**src/cmrc_pkg.sv**
```systemverilog
/*
  Constants, types and register map of the charger mode and reset control block.
  Assumes a single 40 MHz clock and a classic Wishbone slave with 32-bit data.
*/
`default_nettype none

package cmrc_pkg;

  // ==========================================================================
  // Clock and times
  localparam int unsigned CLK_MHZ           = 40;
  localparam int unsigned RST_FILTER_MIN_US = 1500;
  localparam int unsigned RST_FILTER_MAX_US = 4000;
  localparam int unsigned ARP_CLEAR_MS      = 2000;
  localparam int unsigned ARP_CLEAR_MIN_MS  = 1600;
  localparam int unsigned ARP_CLEAR_MAX_MS  = 2400;
  localparam int unsigned OFF_HOLD_MS       = 2400;
  localparam int unsigned RESET_HOLD_CYC    = 16;
  localparam int unsigned ERR_MARGIN_MV     = 50;

  // ==========================================================================
  // Register offsets (byte addresses)
  localparam logic [7:0] OFS_CHG_CTRL   = 8'h00;
  localparam logic [7:0] OFS_FAST_THR   = 8'h04;
  localparam logic [7:0] OFS_FLOAT_THR  = 8'h08;
  localparam logic [7:0] OFS_CHG_STAT   = 8'h0C;
  localparam logic [7:0] OFS_RST_CTRL   = 8'h10;
  localparam logic [7:0] OFS_RST_STAT   = 8'h14;
  localparam logic [7:0] OFS_BRK_TMO    = 8'h18;
  localparam logic [7:0] OFS_WDOG_LOAD  = 8'h1C;
  localparam logic [7:0] OFS_WDOG_KICK  = 8'h20;
  localparam logic [7:0] OFS_BAUD       = 8'h24;

  // ==========================================================================
  // Field positions and reset values
  localparam int unsigned F_CHG_EN      = 0;
  localparam int unsigned F_IFAST_LSB   = 8;
  localparam int unsigned F_HYST_LSB    = 16;
  localparam int unsigned F_CV          = 4;
  localparam int unsigned F_REG_LATCH   = 0;
  localparam int unsigned F_XTAL_LSB    = 4;
  localparam int unsigned F_WARM        = 3;
  localparam int unsigned F_ARP         = 4;
  localparam logic [7:0]  IFAST_MIN_MA  = 8'h0A;
  localparam logic [7:0]  IFAST_MAX_MA  = 8'hC8;
  localparam logic [7:0]  IFAST_RST     = 8'h64;
  localparam logic [7:0]  TERM_DIV      = 8'h0A;
  localparam logic [11:0] VFAST_RST     = 12'hBB8;
  localparam logic [11:0] VFAST_HYS_RST = 12'h064;
  localparam logic [11:0] VFLOAT_RST    = 12'hFA0;
  localparam logic [11:0] VHYST_RST     = 12'h096;
  localparam logic [1:0]  XTAL_MAX_SEL  = 2'h3;
  localparam logic [31:0] BAUD_RST      = 32'h0001C200;
  localparam logic [31:0] BRK_TMO_RST   = 32'h00010000;
  localparam int unsigned PAD_N         = 23;
  // Pad indices: 0 tx, 1 rx, 2 cts, 3 rts, 4 spi cs, 5-7 spi, 8 reset, 9-12 audio, 13-22 pio
  localparam logic [22:0] PULL_WEAK_PU  = 23'h000001;
  localparam logic [22:0] PULL_STR_PU   = 23'h00011A;
  localparam logic [22:0] PULL_WEAK_PD  = 23'h7FFEE4;

  // ==========================================================================
  // Types
  typedef enum logic [2:0] {
    CHG_DISABLED, CHG_TRICKLE, CHG_FAST, CHG_STANDBY, CHG_ERROR
  } cmrc_chg_mode_e;

  typedef enum logic [2:0] {
    CAUSE_NONE, CAUSE_PIN, CAUSE_POR, CAUSE_USB, CAUSE_BREAK, CAUSE_WDOG
  } cmrc_cause_e;

  typedef enum logic [1:0] {RS_RUN, RS_RESET, RS_OFF} cmrc_rst_state_e;

  typedef struct packed {
    logic [11:0] battery_sense_mv;
    logic [11:0] charger_supply_mv;
    logic [7:0]  charge_current_ma;
  } cmrc_sense_s;

  typedef struct packed {
    logic        cyc;
    logic        stb;
    logic        we;
    logic [7:0]  adr;
    logic [3:0]  sel;
    logic [31:0] dat;
  } cmrc_wb_req_s;

  typedef struct packed {
    logic [22:0] weak_pu;
    logic [22:0] strong_pu;
    logic [22:0] weak_pd;
  } cmrc_pull_s;

endpackage : cmrc_pkg

`default_nettype wire

```
**src/cmrc_top.sv**
```systemverilog
/*
  Charger mode selection and reset control, with a Wishbone register slave.
  Assumes all inputs synchronous to clk and analogue values given in mV and mA.
*/
// Summary of operation
// Charger starts disabled until firmware enables
// Exactly five charger modes encoded
// Below fast threshold select trickle, tenth current
// Fast threshold comparison has hysteresis
// Above fast threshold, fast mode 10-200mA
// Constant current until float, then voltage
// Current below termination moves to standby
// Standby returns fast below float minus hysteresis
// Sense above supply minus 50mV: error
// Error clears by itself, no reset
// Mode transitions evaluated every cycle
// Five reset sources accepted
// Pin filtered, reset 1.5 to 4ms
// Host holds pin low over 5ms
// In reset, pads become inputs
// Reset-time pulls per pad group
// Clock selection resets to maximum crystal
// Warm keeps baud and RAM; cold not
// Protection restarts, clears after about 2s
// Pin low beyond 2.4s turns off
// Wake only on enable or supply rise
// Break counts after configurable low timeout
// UART pads tristate while held in reset
// Regulator enable input turns regulators on, latchable
// Priority disabled, error, standby, fast, trickle
// Last reset cause and warm flag reported
`default_nettype none

module cmrc_top #(
  parameter int unsigned RST_FILTER_CYCLES = cmrc_pkg::RST_FILTER_MIN_US * cmrc_pkg::CLK_MHZ,
  parameter int unsigned ARP_CLEAR_CYCLES  = cmrc_pkg::ARP_CLEAR_MS * 1000 * cmrc_pkg::CLK_MHZ,
  parameter int unsigned OFF_HOLD_CYCLES   = cmrc_pkg::OFF_HOLD_MS * 1000 * cmrc_pkg::CLK_MHZ
) (
  input  wire logic                  clk,
  input  wire logic                  srst,
  input  wire cmrc_pkg::cmrc_wb_req_s wb_req,
  output var  logic [31:0]           wb_dat_o,
  output var  logic                  wb_ack_o,
  input  wire cmrc_pkg::cmrc_sense_s sense,
  input  wire logic                  reset_pin_n,
  input  wire logic                  power_on_reset_in,
  input  wire logic                  charger_supply_in,
  input  wire logic                  regulator_enable_in,
  input  wire logic                  uart_receive_line,
  input  wire logic [22:0]           func_oe,
  output var  logic [22:0]           pad_oe,
  output var  cmrc_pkg::cmrc_pull_s  pad_pull,
  output var  logic [2:0]            charger_mode,
  output var  logic [7:0]            charge_current_set_ma,
  output var  logic                  charge_cv_regulate,
  output var  logic                  chip_reset,
  output var  logic                  ram_retain,
  output var  logic [31:0]           baud_rate,
  output var  logic [1:0]            crystal_input_sel,
  output var  logic                  regulator_on
);
  import cmrc_pkg::*;

  // ==========================================================================
  // Register state
  logic             chg_en;
  logic [7:0]       ifast;
  logic [11:0]      vfast, vfast_hys, vfloat, vhyst;
  logic             reg_latch;
  logic [31:0]      brk_tmo, wdog_load, wdog_cnt;
  logic [31:0]      pin_low_cnt, brk_cnt, arp_cnt;
  logic [4:0]       hold_cnt;
  cmrc_chg_mode_e   mode, next_mode;
  cmrc_rst_state_e  rstate;
  cmrc_cause_e      cause, req_cause;
  logic             warm, cv, cold_start;
  logic             supply_d, regen_d;
  logic             wb_hit, wr_en, rd_ack;
  logic [31:0]      rd_data;
  logic [31:0]      fast_thr_m, float_thr_m;

  assign wb_hit = wb_req.cyc && wb_req.stb && !wb_ack_o;
  assign wr_en  = wb_hit && wb_req.we;

  function automatic logic [31:0] merge(input logic [31:0] old, input logic [31:0] nw,
                                        input logic [3:0] sel);
    logic [31:0] r;
    r = old;
    for (int i = 0; i < 4; i++) begin
      if (sel[i]) r[i*8 +: 8] = nw[i*8 +: 8];
    end
    return r;
  endfunction

  // Byte-lane merged threshold words, sliced into the fields below
  assign fast_thr_m  = merge({4'h0, vfast_hys, 4'h0, vfast}, wb_req.dat, wb_req.sel);
  assign float_thr_m = merge({4'h0, vhyst, 4'h0, vfloat}, wb_req.dat, wb_req.sel);

  // ==========================================================================
  // Wishbone slave: ack one cycle after the strobe, dropped the cycle after
  always_ff @(posedge clk) begin
    if (srst) begin
      wb_ack_o <= 1'b0;
      wb_dat_o <= 32'h00000000;
    end else begin
      wb_ack_o <= wb_hit;
      if (wb_hit && !wb_req.we) wb_dat_o <= rd_data;
    end
  end

  always_comb begin
    rd_data = 32'h00000000;
    case (wb_req.adr)
      OFS_CHG_CTRL:  rd_data = {16'h0000, ifast, 7'h00, chg_en};
      OFS_FAST_THR:  rd_data = {4'h0, vfast_hys, 4'h0, vfast};
      OFS_FLOAT_THR: rd_data = {4'h0, vhyst, 4'h0, vfloat};
      OFS_CHG_STAT:  rd_data = {27'h0000000, cv, 1'b0, mode};
      OFS_RST_CTRL:  rd_data = {26'h0000000, crystal_input_sel, 3'h0, reg_latch};
      OFS_RST_STAT:  rd_data = {27'h0000000, arp_cnt != 32'h0, warm, cause};
      OFS_BRK_TMO:   rd_data = brk_tmo;
      OFS_WDOG_LOAD: rd_data = wdog_load;
      OFS_BAUD:      rd_data = baud_rate;
      default:       rd_data = 32'h00000000;
    endcase
  end

  // Charger settings; a cold start drops the enable so charging waits for firmware
  always_ff @(posedge clk) begin
    if (srst || cold_start) begin
      chg_en <= 1'b0;
      ifast  <= IFAST_RST;
    end else if (wr_en && wb_req.adr == OFS_CHG_CTRL) begin
      if (wb_req.sel[0]) chg_en <= wb_req.dat[F_CHG_EN];
      if (wb_req.sel[1]) begin
        // Clamp into the supported fast current range
        if (wb_req.dat[F_IFAST_LSB +: 8] < IFAST_MIN_MA) ifast <= IFAST_MIN_MA;
        else if (wb_req.dat[F_IFAST_LSB +: 8] > IFAST_MAX_MA) ifast <= IFAST_MAX_MA;
        else ifast <= wb_req.dat[F_IFAST_LSB +: 8];
      end
    end
  end

  always_ff @(posedge clk) begin
    if (srst) begin
      vfast     <= VFAST_RST;
      vfast_hys <= VFAST_HYS_RST;
      vfloat    <= VFLOAT_RST;
      vhyst     <= VHYST_RST;
    end else if (wr_en && wb_req.adr == OFS_FAST_THR) begin
      {vfast_hys, vfast} <= {fast_thr_m[27:16], fast_thr_m[11:0]};
    end else if (wr_en && wb_req.adr == OFS_FLOAT_THR) begin
      {vhyst, vfloat} <= {float_thr_m[27:16], float_thr_m[11:0]};
    end
  end

  // Crystal selection returns to the maximum crystal setting on any chip reset
  always_ff @(posedge clk) begin
    if (srst || chip_reset) begin
      crystal_input_sel <= XTAL_MAX_SEL;
    end else if (wr_en && wb_req.adr == OFS_RST_CTRL && wb_req.sel[0]) begin
      crystal_input_sel <= wb_req.dat[F_XTAL_LSB +: 2];
    end
  end

  always_ff @(posedge clk) begin
    if (srst || rstate == RS_OFF) begin
      reg_latch <= 1'b0;
    end else if (wr_en && wb_req.adr == OFS_RST_CTRL && wb_req.sel[0]) begin
      reg_latch <= wb_req.dat[F_REG_LATCH];
    end
  end

  // Baud rate survives a warm reset only
  always_ff @(posedge clk) begin
    if (srst || cold_start) begin
      baud_rate <= BAUD_RST;
    end else if (wr_en && wb_req.adr == OFS_BAUD) begin
      baud_rate <= merge(baud_rate, wb_req.dat, wb_req.sel);
    end
  end

  always_ff @(posedge clk) begin
    if (srst) begin
      brk_tmo <= BRK_TMO_RST;
    end else if (wr_en && wb_req.adr == OFS_BRK_TMO) begin
      brk_tmo <= merge(brk_tmo, wb_req.dat, wb_req.sel);
    end
  end

  // ==========================================================================
  // Charger mode selection, re-evaluated every cycle
  logic [12:0] vs13;
  logic        err_cond, above_fast, below_fast_hys, recharge, at_float, term;

  assign vs13           = {1'b0, sense.battery_sense_mv};
  assign err_cond       = (vs13 + 13'(ERR_MARGIN_MV)) > {1'b0, sense.charger_supply_mv};
  assign above_fast     = vs13 > {1'b0, vfast};
  assign below_fast_hys = (vs13 + {1'b0, vfast_hys}) < {1'b0, vfast};
  assign recharge       = (vs13 + {1'b0, vhyst}) < {1'b0, vfloat};
  assign at_float       = vs13 >= {1'b0, vfloat};
  assign term           = sense.charge_current_ma < (ifast / TERM_DIV);

  always_comb begin
    next_mode = mode;
    if (!chg_en) begin
      next_mode = CHG_DISABLED;
    end else if (err_cond) begin
      next_mode = CHG_ERROR;
    end else begin
      case (mode)
        CHG_STANDBY: next_mode = recharge ? CHG_FAST : CHG_STANDBY;
        CHG_FAST: begin
          if (cv && term) next_mode = CHG_STANDBY;
          else if (below_fast_hys) next_mode = CHG_TRICKLE;
          else next_mode = CHG_FAST;
        end
        CHG_TRICKLE: next_mode = above_fast ? CHG_FAST : CHG_TRICKLE;
        // Leaving error or disabled needs no reset, only the conditions
        default: next_mode = above_fast ? CHG_FAST : CHG_TRICKLE;
      endcase
    end
  end

  always_ff @(posedge clk) begin
    if (srst) mode <= CHG_DISABLED;
    else mode <= next_mode;
  end

  // Constant voltage phase latches once float is reached inside fast mode
  always_ff @(posedge clk) begin
    if (srst || next_mode != CHG_FAST) cv <= 1'b0;
    else if (at_float) cv <= 1'b1;
  end

  always_ff @(posedge clk) begin
    if (srst) begin
      charge_current_set_ma <= 8'h00;
    end else begin
      case (next_mode)
        CHG_TRICKLE: charge_current_set_ma <= ifast / TERM_DIV;
        CHG_FAST:    charge_current_set_ma <= ifast;
        default:     charge_current_set_ma <= 8'h00;
      endcase
    end
  end

  assign charger_mode       = mode;
  assign charge_cv_regulate = cv;

  // ==========================================================================
  // Reset sources
  logic pin_req, brk_req, wdog_req, usb_req, any_req, pin_off;

  always_ff @(posedge clk) begin
    if (srst || reset_pin_n) pin_low_cnt <= 32'h0;
    else if (pin_low_cnt <= 32'(OFF_HOLD_CYCLES)) pin_low_cnt <= pin_low_cnt + 32'h1;
  end

  // Pin counts as a request once it has stayed low for the filter time
  assign pin_req = !reset_pin_n && pin_low_cnt == 32'(RST_FILTER_CYCLES - 1);
  assign pin_off = pin_low_cnt > 32'(OFF_HOLD_CYCLES);

  always_ff @(posedge clk) begin
    if (srst || uart_receive_line || chip_reset) brk_cnt <= 32'h0;
    else if (brk_cnt != brk_tmo) brk_cnt <= brk_cnt + 32'h1;
  end
  assign brk_req = !uart_receive_line && !chip_reset && brk_tmo != 32'h0 &&
                   brk_cnt == brk_tmo - 32'h1;

  // Watchdog: a zero load disables it, a kick reloads it
  always_ff @(posedge clk) begin
    if (srst || chip_reset) begin
      wdog_load <= 32'h0;
      wdog_cnt  <= 32'h0;
    end else if (wr_en && wb_req.adr == OFS_WDOG_LOAD) begin
      wdog_load <= merge(wdog_load, wb_req.dat, wb_req.sel);
      wdog_cnt  <= merge(wdog_load, wb_req.dat, wb_req.sel);
    end else if (wr_en && wb_req.adr == OFS_WDOG_KICK) begin
      wdog_cnt <= wdog_load;
    end else if (wdog_cnt != 32'h0) begin
      wdog_cnt <= wdog_cnt - 32'h1;
    end
  end
  // Only a load or kick may mask the expiry; other register writes must not
  assign wdog_req = wdog_cnt == 32'h1 &&
                    !(wr_en && (wb_req.adr == OFS_WDOG_LOAD || wb_req.adr == OFS_WDOG_KICK));

  always_ff @(posedge clk) begin
    if (srst) begin
      supply_d <= 1'b0;
      regen_d  <= 1'b0;
    end else begin
      supply_d <= charger_supply_in;
      regen_d  <= regulator_enable_in;
    end
  end
  assign usb_req = charger_supply_in && !supply_d;

  assign any_req = pin_req || power_on_reset_in || usb_req || brk_req || wdog_req;

  always_comb begin
    if (power_on_reset_in) req_cause = CAUSE_POR;
    else if (pin_req)      req_cause = CAUSE_PIN;
    else if (usb_req)      req_cause = CAUSE_USB;
    else if (brk_req)      req_cause = CAUSE_BREAK;
    else if (wdog_req)     req_cause = CAUSE_WDOG;
    else                   req_cause = CAUSE_NONE;
  end

  // ==========================================================================
  // Reset sequencer
  always_ff @(posedge clk) begin
    if (srst) begin
      rstate   <= RS_RESET;
      cause    <= CAUSE_POR;
      warm     <= 1'b0;
      hold_cnt <= 5'(RESET_HOLD_CYC);
    end else begin
      case (rstate)
        RS_RUN: begin
          if (any_req) begin
            rstate   <= RS_RESET;
            cause    <= req_cause;
            warm     <= req_cause != CAUSE_POR;
            hold_cnt <= 5'(RESET_HOLD_CYC);
          end
        end
        RS_RESET: begin
          if (pin_off) begin
            rstate <= RS_OFF;
          end else if (hold_cnt != 5'h0) begin
            hold_cnt <= hold_cnt - 5'h1;
          end else if (reset_pin_n) begin
            rstate <= RS_RUN;
          end
        end
        RS_OFF: begin
          if ((regulator_enable_in && !regen_d) || usb_req) begin
            rstate   <= RS_RESET;
            cause    <= CAUSE_POR;
            warm     <= 1'b0;
            hold_cnt <= 5'(RESET_HOLD_CYC);
          end
        end
        default: rstate <= RS_RESET;
      endcase
    end
  end

  assign cold_start = (rstate == RS_RUN && any_req && req_cause == CAUSE_POR) ||
                      (rstate == RS_OFF && ((regulator_enable_in && !regen_d) || usb_req));

  // Protection window armed by every reset and cleared after the nominal time
  always_ff @(posedge clk) begin
    if (srst) arp_cnt <= 32'(ARP_CLEAR_CYCLES);
    else if (rstate == RS_RESET) arp_cnt <= 32'(ARP_CLEAR_CYCLES);
    else if (arp_cnt != 32'h0) arp_cnt <= arp_cnt - 32'h1;
  end

  // ==========================================================================
  // Pads and supplies: chip logic owns the pads only outside reset
  assign chip_reset   = rstate != RS_RUN;
  assign ram_retain   = warm;
  assign pad_oe       = chip_reset ? '0 : func_oe;
  assign pad_pull     = chip_reset ? '{weak_pu: PULL_WEAK_PU, strong_pu: PULL_STR_PU,
                                       weak_pd: PULL_WEAK_PD} : '0;
  assign regulator_on = rstate != RS_OFF &&
                        (regulator_enable_in || reg_latch || charger_supply_in);

  // ==========================================================================
  // Checks
  property p_chg_off;
    @(posedge clk) disable iff (srst) !chg_en |=> mode == CHG_DISABLED;
  endproperty
  a_chg_off: assert property (p_chg_off) else $error("charger not disabled");

  property p_error;
    @(posedge clk) disable iff (srst) (chg_en && err_cond) |=> mode == CHG_ERROR;
  endproperty
  a_error: assert property (p_error) else $error("error mode missed");

  property p_trickle_i;
    @(posedge clk) disable iff (srst)
      (mode == CHG_TRICKLE && $stable(ifast)) |-> charge_current_set_ma == ifast / TERM_DIV;
  endproperty
  a_trickle_i: assert property (p_trickle_i) else $error("trickle current wrong");

  property p_pin_filter;
    @(posedge clk) disable iff (srst)
      (rstate == RS_RUN && pin_req && !power_on_reset_in) |=>
        rstate == RS_RESET && cause == CAUSE_PIN;
  endproperty
  a_pin_filter: assert property (p_pin_filter) else $error("pin reset missed");

  property p_tristate;
    @(posedge clk) disable iff (srst) chip_reset |-> pad_oe == '0;
  endproperty
  a_tristate: assert property (p_tristate) else $error("pad driven in reset");

  property p_off;
    @(posedge clk) disable iff (srst) (rstate == RS_RESET && pin_off) |=> rstate == RS_OFF;
  endproperty
  a_off: assert property (p_off) else $error("long hold did not turn off");

  property p_stay_off;
    @(posedge clk) disable iff (srst)
      (rstate == RS_OFF && !$rose(regulator_enable_in) && !usb_req) |=> rstate == RS_OFF;
  endproperty
  a_stay_off: assert property (p_stay_off) else $error("woke without edge");

  property p_cold;
    @(posedge clk) disable iff (srst) cold_start |=> !chg_en && baud_rate == BAUD_RST && !warm;
  endproperty
  a_cold: assert property (p_cold) else $error("cold start kept state");

  property p_hold;
    @(posedge clk) disable iff (srst) (rstate == RS_RUN && any_req) |=> chip_reset [*8];
  endproperty
  a_hold: assert property (p_hold) else $error("reset too short");

  property p_wb_ack;
    @(posedge clk) disable iff (srst) wb_hit |=> wb_ack_o ##1 !wb_ack_o;
  endproperty
  a_wb_ack: assert property (p_wb_ack) else $error("bus ack timing wrong");

endmodule : cmrc_top

`default_nettype wire

```
**config.mk**
```make
export PLATFORM = sky130hd
export DESIGN_NAME = cmrc_top
export DESIGN_NICKNAME = d
export VERILOG_FILES = /design/src/cmrc_pkg.sv /design/src/cmrc_top.sv
export SDC_FILE = /design/constraint.sdc
export NUM_CORES = 1
export LEC_CHECK = 0
export BUFFER_PORTS_ARGS = -buffer_cell sky130_fd_sc_hd__clkbuf_2
export CELL_PAD_IN_SITES_DETAIL_PLACEMENT = 0
export CELL_PAD_IN_SITES_GLOBAL_PLACEMENT = 1
export CORE_UTILIZATION = 46
export DETAILED_ROUTE_END_ITERATION = 10
export GPL_TIMING_DRIVEN = 0
export MAX_ROUTING_LAYER = met4
export PLACE_DENSITY = 0.88
export SLEW_MARGIN = 5
export SYNTH_ARGS = -nofsm -noshare
export SYNTH_HDL_FRONTEND = slang
export SYNTH_SLANG_ARGS = --single-unit
```
**constraint.sdc**
```tcl
create_clock -name clk -period 10.1 [get_ports clk]
set_clock_uncertainty 0.1 [all_clocks]
set_input_delay 0.505 -clock clk [delete_from_list [all_inputs] [get_ports clk]]
set_output_delay 0.505 -clock clk [all_outputs]
set_load 0.02 [all_outputs]
```
==> Word level (Yosys, flattened, before mapping) <==
Index checks and enable logic that the tools add are counted.
Widths: inputs -> output; s select.
{ "op_classes": {"addsub": 9, "n_mux": 42, "n_reduce_logical": 82, "n_shift": 0, "bitwise_logic": 1, "n_mul": 0, "div": 1, "n_eq_ne": 29, "order_cmp": 10} }
{ "ops": {"columns": ["cell", "count"], "rows": [
  ["$pmux 32 s9", 1],
  ["$mux 32", 3],
  ["$reduce_bool 32->1", 3],
  ["$sub 32x1->32 const B", 3],
  ["$add 32x1->32 const B", 2],
  ["$mux 8", 6],
  ["$mux 47", 1],
  ["$eq 32x1->1 const B", 1],
  ["$eq 32x16->1 const B", 1],
  ["$eq 32x32->1", 1],
  ["$eq 8x5->1 const B", 4],
  ["$gt 32x27->1 const B", 1],
  ["$le 32x27->1 const B", 1],
  ["$ne 32x32->1", 1],
  ["$reduce_and 2->1", 14],
  ["$mux 3", 9],
  ["$add 12x12->13", 2],
  ["$logic_and 1x1->1", 26],
  ["$lt 13x12->1", 2],
  ["$mux 23", 1],
  ["$mux 5", 4],
  ["$eq 8x4->1 const B", 2],
  ["$eq 8x6->1 const B", 2],
  ["$logic_or 1x1->1", 16],
  ["other kinds (36)", 67]
]} }
{ "totals": {"latch_bits": 0, "mem_count": 0, "romBits": 0, "ff_bits": 342, "input_bits": 109, "mem_bits_rw": 0, "elab_cells": 210, "output_inout_bits": 174} }

==> Logic depth before layout (Yosys ltp) <==
Gate-level depths: netlist of run 1.
{ "logic_depth": {"depth_word": 15, "mapped_depth": 20, "ltp_nobuf": 20} }

==> Worst setup path before layout of run 1 <==
Ideal clock, no wire load.
{ "synth_path": {"path_kind": "input port to flip-flop", "startpoint": "in sense[21] (netlist bit)", "endpoint": "reg charge_current_set_ma[0]", "setup_ns": 0.077, "arrival_time_ns": 4.050, "n_path_buf": 0, "path_slack_ns": 5.872, "required_time_ns": 9.923, "path_stages": 20, "path_cell_list": "ha_1 a21o_1 a21oi_1 o21bai_1 a21oi_1 nor2b_1 o2111ai_1 nand3_1 o41ai_1 xnor2_1 ha_1 nor3b_1 nand2b_1 a2111oi_0 o211a_1 a2bb2oi_1 a211oi_1 a21oi_1 nand3b_1 o22ai_1"} }
{ "synth_via": {"elab_chain_len": 9, "word_cells_on_any_way": 17, "cone_classes": "3 x add/sub; 4 x order compare; 2 x eq/ne; 8 x mux"} }
{ "synth_rtl": {"columns": ["item", "line_no", "source"], "rows": [
  ["start, declared", "cmrc_top.sv:44", "input wire cmrc_pkg::cmrc_sense_s sense,"],
  ["$add 12x12->13", "cmrc_top.sv:198", "assign below_fast_hys = (vs13 + {1'b0, vfast_hys}) < {1'b0, vfast};"],
  ["$lt 13x12->1", "cmrc_top.sv:198", null],
  ["$mux 2", "cmrc_top.sv:214", "else if (below_fast_hys) next_mode = CHG_TRICKLE;"],
  ["$mux 2", "cmrc_top.sv:213", "if (cv && term) next_mode = CHG_STANDBY;"],
  ["$pmux 2 s2", "cmrc_top.sv:210", "case (mode)"],
  ["$mux 3 (*)", "cmrc_top.sv:207", "end else if (err_cond) begin"],
  ["$mux 3 (*)", "cmrc_top.sv:205", "if (!chg_en) begin"],
  ["$eq 3x2->1 / $eq 3x1->1 (equally long branches)", "cmrc_top.sv:239", "case (next_mode)"],
  ["$pmux 8 s2 (*)", "cmrc_top.sv:239", null],
  ["end signal, assigned", "cmrc_top.sv:240", "CHG_TRICKLE: charge_current_set_ma <= ifast / TERM_DIV;"],
  ["end signal, assigned", "cmrc_top.sv:241", "CHG_FAST: charge_current_set_ma <= ifast;"],
  ["end, declared", "cmrc_top.sv:54", "output var logic [7:0] charge_current_set_ma,"]
]} }
Mark *: on every way between the ends. The rest lies on a longest branch, timed or not.
A chain may end at the register's enable or synchronous reset.

==> Final worst setup path of run 1 <==
{ "layout_path": {"startpoint": "reg vhyst[1]", "endpoint": "reg charge_current_set_ma[2]"} }
{ "layout_via": {"elab_chain_len": 8, "word_cells_on_any_way": 9, "cone_classes": "1 x add/sub; 1 x order compare; 2 x eq/ne; 5 x mux"} }
{ "layout_rtl": {"columns": ["item", "line_no", "source"], "rows": [
  ["start, declared", "cmrc_top.sv:68", "logic [11:0] vfast, vfast_hys, vfloat, vhyst;"],
  ["start signal, assigned", "cmrc_top.sv:152", "{vhyst, vfloat} <= {float_thr_m[27:16], float_thr_m[11:0]};"],
  ["$add 12x12->13 (*)", "cmrc_top.sv:199", "assign recharge = (vs13 + {1'b0, vhyst}) < {1'b0, vfloat};"],
  ["$lt 13x12->1 (*)", "cmrc_top.sv:199", null],
  ["$mux 1 (*)", "cmrc_top.sv:211", "CHG_STANDBY: next_mode = recharge ? CHG_FAST : CHG_STANDBY;"],
  ["$pmux 2 s2 (*)", "cmrc_top.sv:210", null],
  ["$mux 3 (*)", "cmrc_top.sv:207", null],
  ["$mux 3 (*)", "cmrc_top.sv:205", null],
  ["$eq 3x2->1 / $eq 3x1->1 (equally long branches)", "cmrc_top.sv:239", null],
  ["$pmux 8 s2 (*)", "cmrc_top.sv:239", null]
]} }
Marks and branches as above.

==> qor.txt, run 1 <==
CP Class -> reg2reg
Max IR drop VDD -> 118 uV
Seq/Total Area, Yosys -> 34.1%
Area delta synth->final -> 17.6%
Drt first-iter violations -> 2008
First-pass GRT wire length -> 113000 um
Crit path max fanout -> 9
Die Ht -> 211 um
WHS Path Cells -> 3
Post-Syn Area -> 20100 um^2
Number of CTS-inserted buffers -> 40
Final worst setup slack -> 4720 ps
Total number of vias -> 20300
Initial core utilization -> 46.7%
Synth Flop Type -> dfxtp_1
Status -> finished clean
All-layer global routing usage -> 34.3%
Synth cell types -> 85
Rel. slew slack -> 15.5%
Initial antenna violation count -> 0
Later-pin clock latency in the skew report -> 590 ps
Antenna diodes -> 0
Clk root buf -> clkbuf_16
Placed inst area -> 22200 um^2
Routability congestion estimate -> 1.03
P_leak -> 9.69 nW
Share of layout cells above drive strength 1 -> 14.0%
Worst-margin pin slew -> 1270 ps
Synth Warn # -> 0
Worst Hold Class -> in2reg
Final Critical Period -> 5380 ps
Hpwl dp -> 59200 um
H-tree levels -> 2
Setup_tns -> 0 ps
Final ANT Viol Nets -> 0
Drt drc -> 0
Critical Path End Type -> flip-flop
Rows -> 76
Clock Tree Buf Depth -> 3
Via density -> 5.83
Unrepaired setup endpoints after global routing -> false
Maxcap violations -> 0
PwrDens -> 141 nW/um^2
Fmax -> 186 MHz
Cts hold-fix bufs -> 0
Reg2Reg Depth -> 20
Vias in the first global route -> 19000
EDFF count, synth -> 0
Pre-CTS setup slack -> 4540 ps
Core area -> 43100 um^2
Commonest non-fill, non-tap cell in the layout -> dfxtp_1
Final Hold Fails -> 0
Syn Inst Count -> 2549
CTS tree -> built
Final Power -> 3.33 mW
WL/cell -> 21.6 um
TritonRoute pass-1 iters -> 6
Final WL -> 75300 um
Fin nets -> 3075
Flops & latches, synth -> 342
Asr flop ratio synth -> 0%
Final Setup Violations -> 0
CP Launch Type -> flip-flop
IO Count -> 283
Clock transition at path regs -> 60 ps
Worst Path Arrival -> 5780 ps
Fillcell total -> 4155
Tcrit/Tclk final -> 53.3%
Mapped Avg Cell Area -> 7.89 um^2
DIE AREA -> 44500 um^2
Grt ovf -> 0
Post-CTS setup buffer count -> 0
CTS Sinks -> 342
Die span in x -> 211 um
Post-CTS Resized -> 0
Largest net degree at the start of global routing -> 28
Crit path required time -> 10500 ps
Design area -> 23600 um^2
Fin. max-slew vios -> 0
PortBufs -> 231
Most frequent cells in the layout -> 342 x dfxtp_1, 290 x nand2_1, 250 x a21oi_1, 247 x nor2_1, 231 x clkbuf_2
## registers in the layout (all words and copies together), names as in the netlist, 32 cells and up
register,cells
baud_rate,32
wb_dat_o,32
wdog_load,32
wdog_cnt,32
arp_cnt,32
pin_low_cnt,32
brk_cnt,32
brk_tmo,32
## cell families after synthesis
group / share of synthesized area, %
AOI/OAI and AO/OA: 19.3
adders and majority gates: 6.29
and+or+nand+nor: 25.2
other: 0.0187
xor gates and xnor gates: 6.88
DFF: 34.1
muxes: 1.56
buffers and inverters: 6.71
## final timing paths
check,from,to,slack [ps]
worst max-delay path,vhyst[1]$_SDFFE_PP1P_,charge_current_set_ma[2]$_SDFF_PP0_,4720
worst min-delay path,charger_supply_in,supply_d$_SDFF_PP0_,120
worst max register to register,vhyst[1]$_SDFFE_PP1P_,charge_current_set_ma[2]$_SDFF_PP0_,4720
worst min register to register,pin_low_cnt[31]$_SDFFE_PP0N_,pin_low_cnt[31]$_SDFFE_PP0N_,370
## area by class of cell
class	instances	area [um^2]	share of cell area, %
Multi-Input combinational cell	1966	12100	51.1
Sequential cell	342	6850	29.0
Clock buffer	57	1220	5.15
Timing Repair Buffer	231	1160	4.89
Buffer	211	1070	4.51
Tap cell	585	732	3.10
Inverter	75	282	1.19
Clock inverter	15	265	1.12
## power by group
part	switching (mW)	total [mW]	leakage, nW	internal [mW]
Sequential	0.0123	1.37	2.76	1.36
Clock	0.614	1.63	0.735	1.02
Combinational	0.202	0.327	6.19	0.125
## layer usage
layer | vias up | global-route usage (%) | wire length [um]
met5 | - | - | 0
met3 | 183 | 5.03 | 6010
met2 | 935 | 53.1 | 33400
met1 | 9557 | 44.1 | 32200
li1 | 9631 | - | -
met4 | 0 | 15.9 | 3760
## synth_stat cells, drive strengths merged (47+ instances only)
library cell    n  area share (%)
dfxtp         342              34
nand2         290             5.4
a21oi         251             6.3
nor2          247             4.6
clkbuf        134             2.5
nand3         122             3.0
ha             97             6.0
xor2           83             3.6
buf            77             2.8
inv            75             1.4
o21ai          75             1.9
xnor2          75             3.3
nor3           56             1.5
a22oi          47             1.8
or3            47             1.5
## critical path, stage by stage (launching register included)
cell,delay [ps]
dfxtp_1,530
ha_1,300
a21o_1,170
a21oi_1,230
o21bai_1,100
a21oi_1,240
nor2b_1,100
o2111ai_1,180
nand3_1,140
o41ai_1,320
xnor2_1,130
ha_1,190
nor3b_1,330
nand2b_1,80
a2111oi_0,590
o211a_1,280
a2bb2oi_1,310
a211oi_1,130
a21oi_1,190
nand3b_1,370
o22ai_1,290
## metrics by stage
stage | instances | util [%] | hold slack, ps
after detailed placement | 3410 | 51.4 | 354
after CTS | 3482 | 54.9 | 97.9
after global routing | 3482 | 54.9 | 138
final | 3482 | 54.9 | 125
after global placement | 3410 | 51.4 | 342
after floorplan | 2594 | - | 330
Power figures use the tool's default switching activity.
==> run 2: changes to the inputs <==
CORE_UTILIZATION = 39   (was 46)
PLACE_DENSITY = 0.79   (was 0.88)
clock period = 4.43 ns   (was 10.1 ns; I/O delays follow)
==> qor.txt, run 2 (synthesized netlist as in run 1, its figures left out) <==
Status -> finished clean
Area of the multi-input gates -> 12200 um^2
Routability congestion estimate -> 1.01
Reg-to-reg slack, setup -> 140 ps
Number of buffers and inverters on the critical path -> 1
IO Count -> 283
Rel. slew slack -> 10.3%
Worst-margin pin slew -> 1330 ps
Final Critical Period -> 4290 ps
Largest net degree at the start of global routing -> 28
Hold WS -> 21.7 ps
H-tree levels -> 2
Rows -> 82
CP Launch Type -> flip-flop
Slowest cell on crit path -> nor4_1
Final worst setup slack -> 139 ps
Fin nets -> 3115
Initial antenna violation count -> 0
Crit path max fanout -> 7
Fin. max-slew vios -> 0
Initial core utilization -> 39.8%
Critical Path End Type -> flip-flop
P_leak -> 9.83 nW
Setup_tns -> 0 ps
Number of CTS-inserted buffers -> 41
Worst flop-to-flop path startpoint -> wdog_cnt[8]$_SDFFE_PP0P_
Register area -> 6850 um^2
Total number of vias -> 20400
Die span in x -> 229 um
Core area -> 50500 um^2
Hold endpoint -> charger_mode[0]$_SDFF_PP0_
TritonRoute pass-1 iters -> 6
Clock Tree Buf Depth -> 3
Placed Instances -> 3497
Finished Layout Cells -> 3606
Final Setup Violations -> 0
Antenna diodes -> 0
Critical Path Max Stage Delay -> 1100 ps
Area delta synth->final -> 20.0%
Final Power -> 7.36 mW
Beginning of the worst hold path -> sense[5]
Share of layout cells above drive strength 1 -> 14.4%
Worst R2R End -> hold_cnt[1]$_SDFFE_PP0P_
Worst Path Arrival -> 4680 ps
CTS tree -> built
Via density -> 5.65
Commonest non-fill, non-tap cell in the layout -> dfxtp_1
CP cell instances -> or3_1 -> nor4_1 -> nand4_1 -> nor3_1 -> or4_1 -> clkbuf_1 -> nand2_1 -> a211o_1 -> a21oi_2
Most frequent cells in the layout -> 339 x dfxtp_1, 290 x nand2_1, 247 x a21oi_1, 247 x nor2_1, 231 x clkbuf_2
Final ANT Viol Nets -> 0
Die Ht -> 229 um
Vias in the first global route -> 19200
DIE AREA -> 52400 um^2
Fillcell total -> 5057
PortBufs -> 231
All-layer global routing usage -> 29.4%
Tcrit/Tclk final -> 96.9%
WHS Path Cells -> 6
Max IR drop VDD -> 249 uV
First-pass GRT wire length -> 116000 um
Final WL -> 76800 um
Grt ovf -> 0
WP depth -> 9
Clock transition at path regs -> 60 ps
Maxcap violations -> 0
WL/cell -> 21.3 um
PwrDens -> 305 nW/um^2
Design area -> 24100 um^2
Final core utilization -> 47.8%
CP Class -> reg2reg
Later-pin clock latency in the skew report -> 590 ps
CTS Sinks -> 342
Drt drc -> 0
Worst Hold Class -> in2reg
Clk root buf -> clkbuf_16
Reg2Reg Depth -> 9
Crit path required time -> 4820 ps
Placed inst area -> 22300 um^2
Drt first-iter violations -> 1865
CP startpoint -> wdog_cnt[8]$_SDFFE_PP0P_
Final Hold Fails -> 0
Pre-CTS setup slack -> -1040 ps
Hpwl dp -> 60500 um
Top delay family on crit path -> simple AND/OR/NAND/NOR gates
Fmax -> 233 MHz
-- run 2: cell types whose count changed in the layout (fill, tap and decap cells not counted), moves of 4 or more --
cell           change
dlygate4sd3_1     +34
bufinv_16          -6
clkbuf_8           +5
buf_4              +4
-- run 2: worst min-delay path, cell delays in order --
cell	delay (ps)
clkbuf_2	80
nor4_1	30
nand2_1	90
a211oi_1	60
nand3_1	100
a21oi_1	70
-- run 2: final cells by class --
cell class / count / share of cell area (%)
multi-input combinational: 1966 / 50.4
sequential: 342 / 28.4
timing repair buffer: 270 / 6.37
clock buffer: 63 / 5.35
buffer: 211 / 4.42
tap: 672 / 3.49
inverter: 75 / 1.17
clock inverter: 7 / 0.368
-- run 2: timing repair --
action | in CTS | in global routing
hold buffers | 34 | 0
pin swaps | 3 | 3
endpoints found under the hold margin | 146 | 0
endpoints found under the setup margin | 19 | 12
cloned | 0 | 0
buffers inserted | 1 | 4
resized for setup | 11 | 13
-- run 2: how the worst max path moves through the flow --
stage	slack, ps	end
after global routing	-20	charge_current_set_ma[0]$_SDFF_PP0_
final	140	hold_cnt[1]$_SDFFE_PP0P_
after floorplan	370	charge_current_set_ma[0]$_SDFF_PP0_
after CTS	7	charge_current_set_ma[2]$_SDFF_PP0_
after global placement	-910	charge_current_set_ma[3]$_SDFF_PP0_
after detailed placement	-1040	charge_current_set_ma[2]$_SDFF_PP0_
-- run 2: layer usage --
metal	GRT usage, %	wire length, um	vias to the layer above
met4	12.5	3420	0
met3	4.07	5600	153
met5	-	0	-
li1	-	-	9716
met1	38.1	33500	9648
met2	45.8	34400	861
-- run 2: where the power goes --
part / total [mW] / switching [mW] / internal [mW]
Combinational: 0.774 / 0.467 / 0.307
Clock: 3.46 / 1.40 / 2.06
Sequential: 3.13 / 0.0266 / 3.11
Total: 7.36 / 1.89 / 5.47
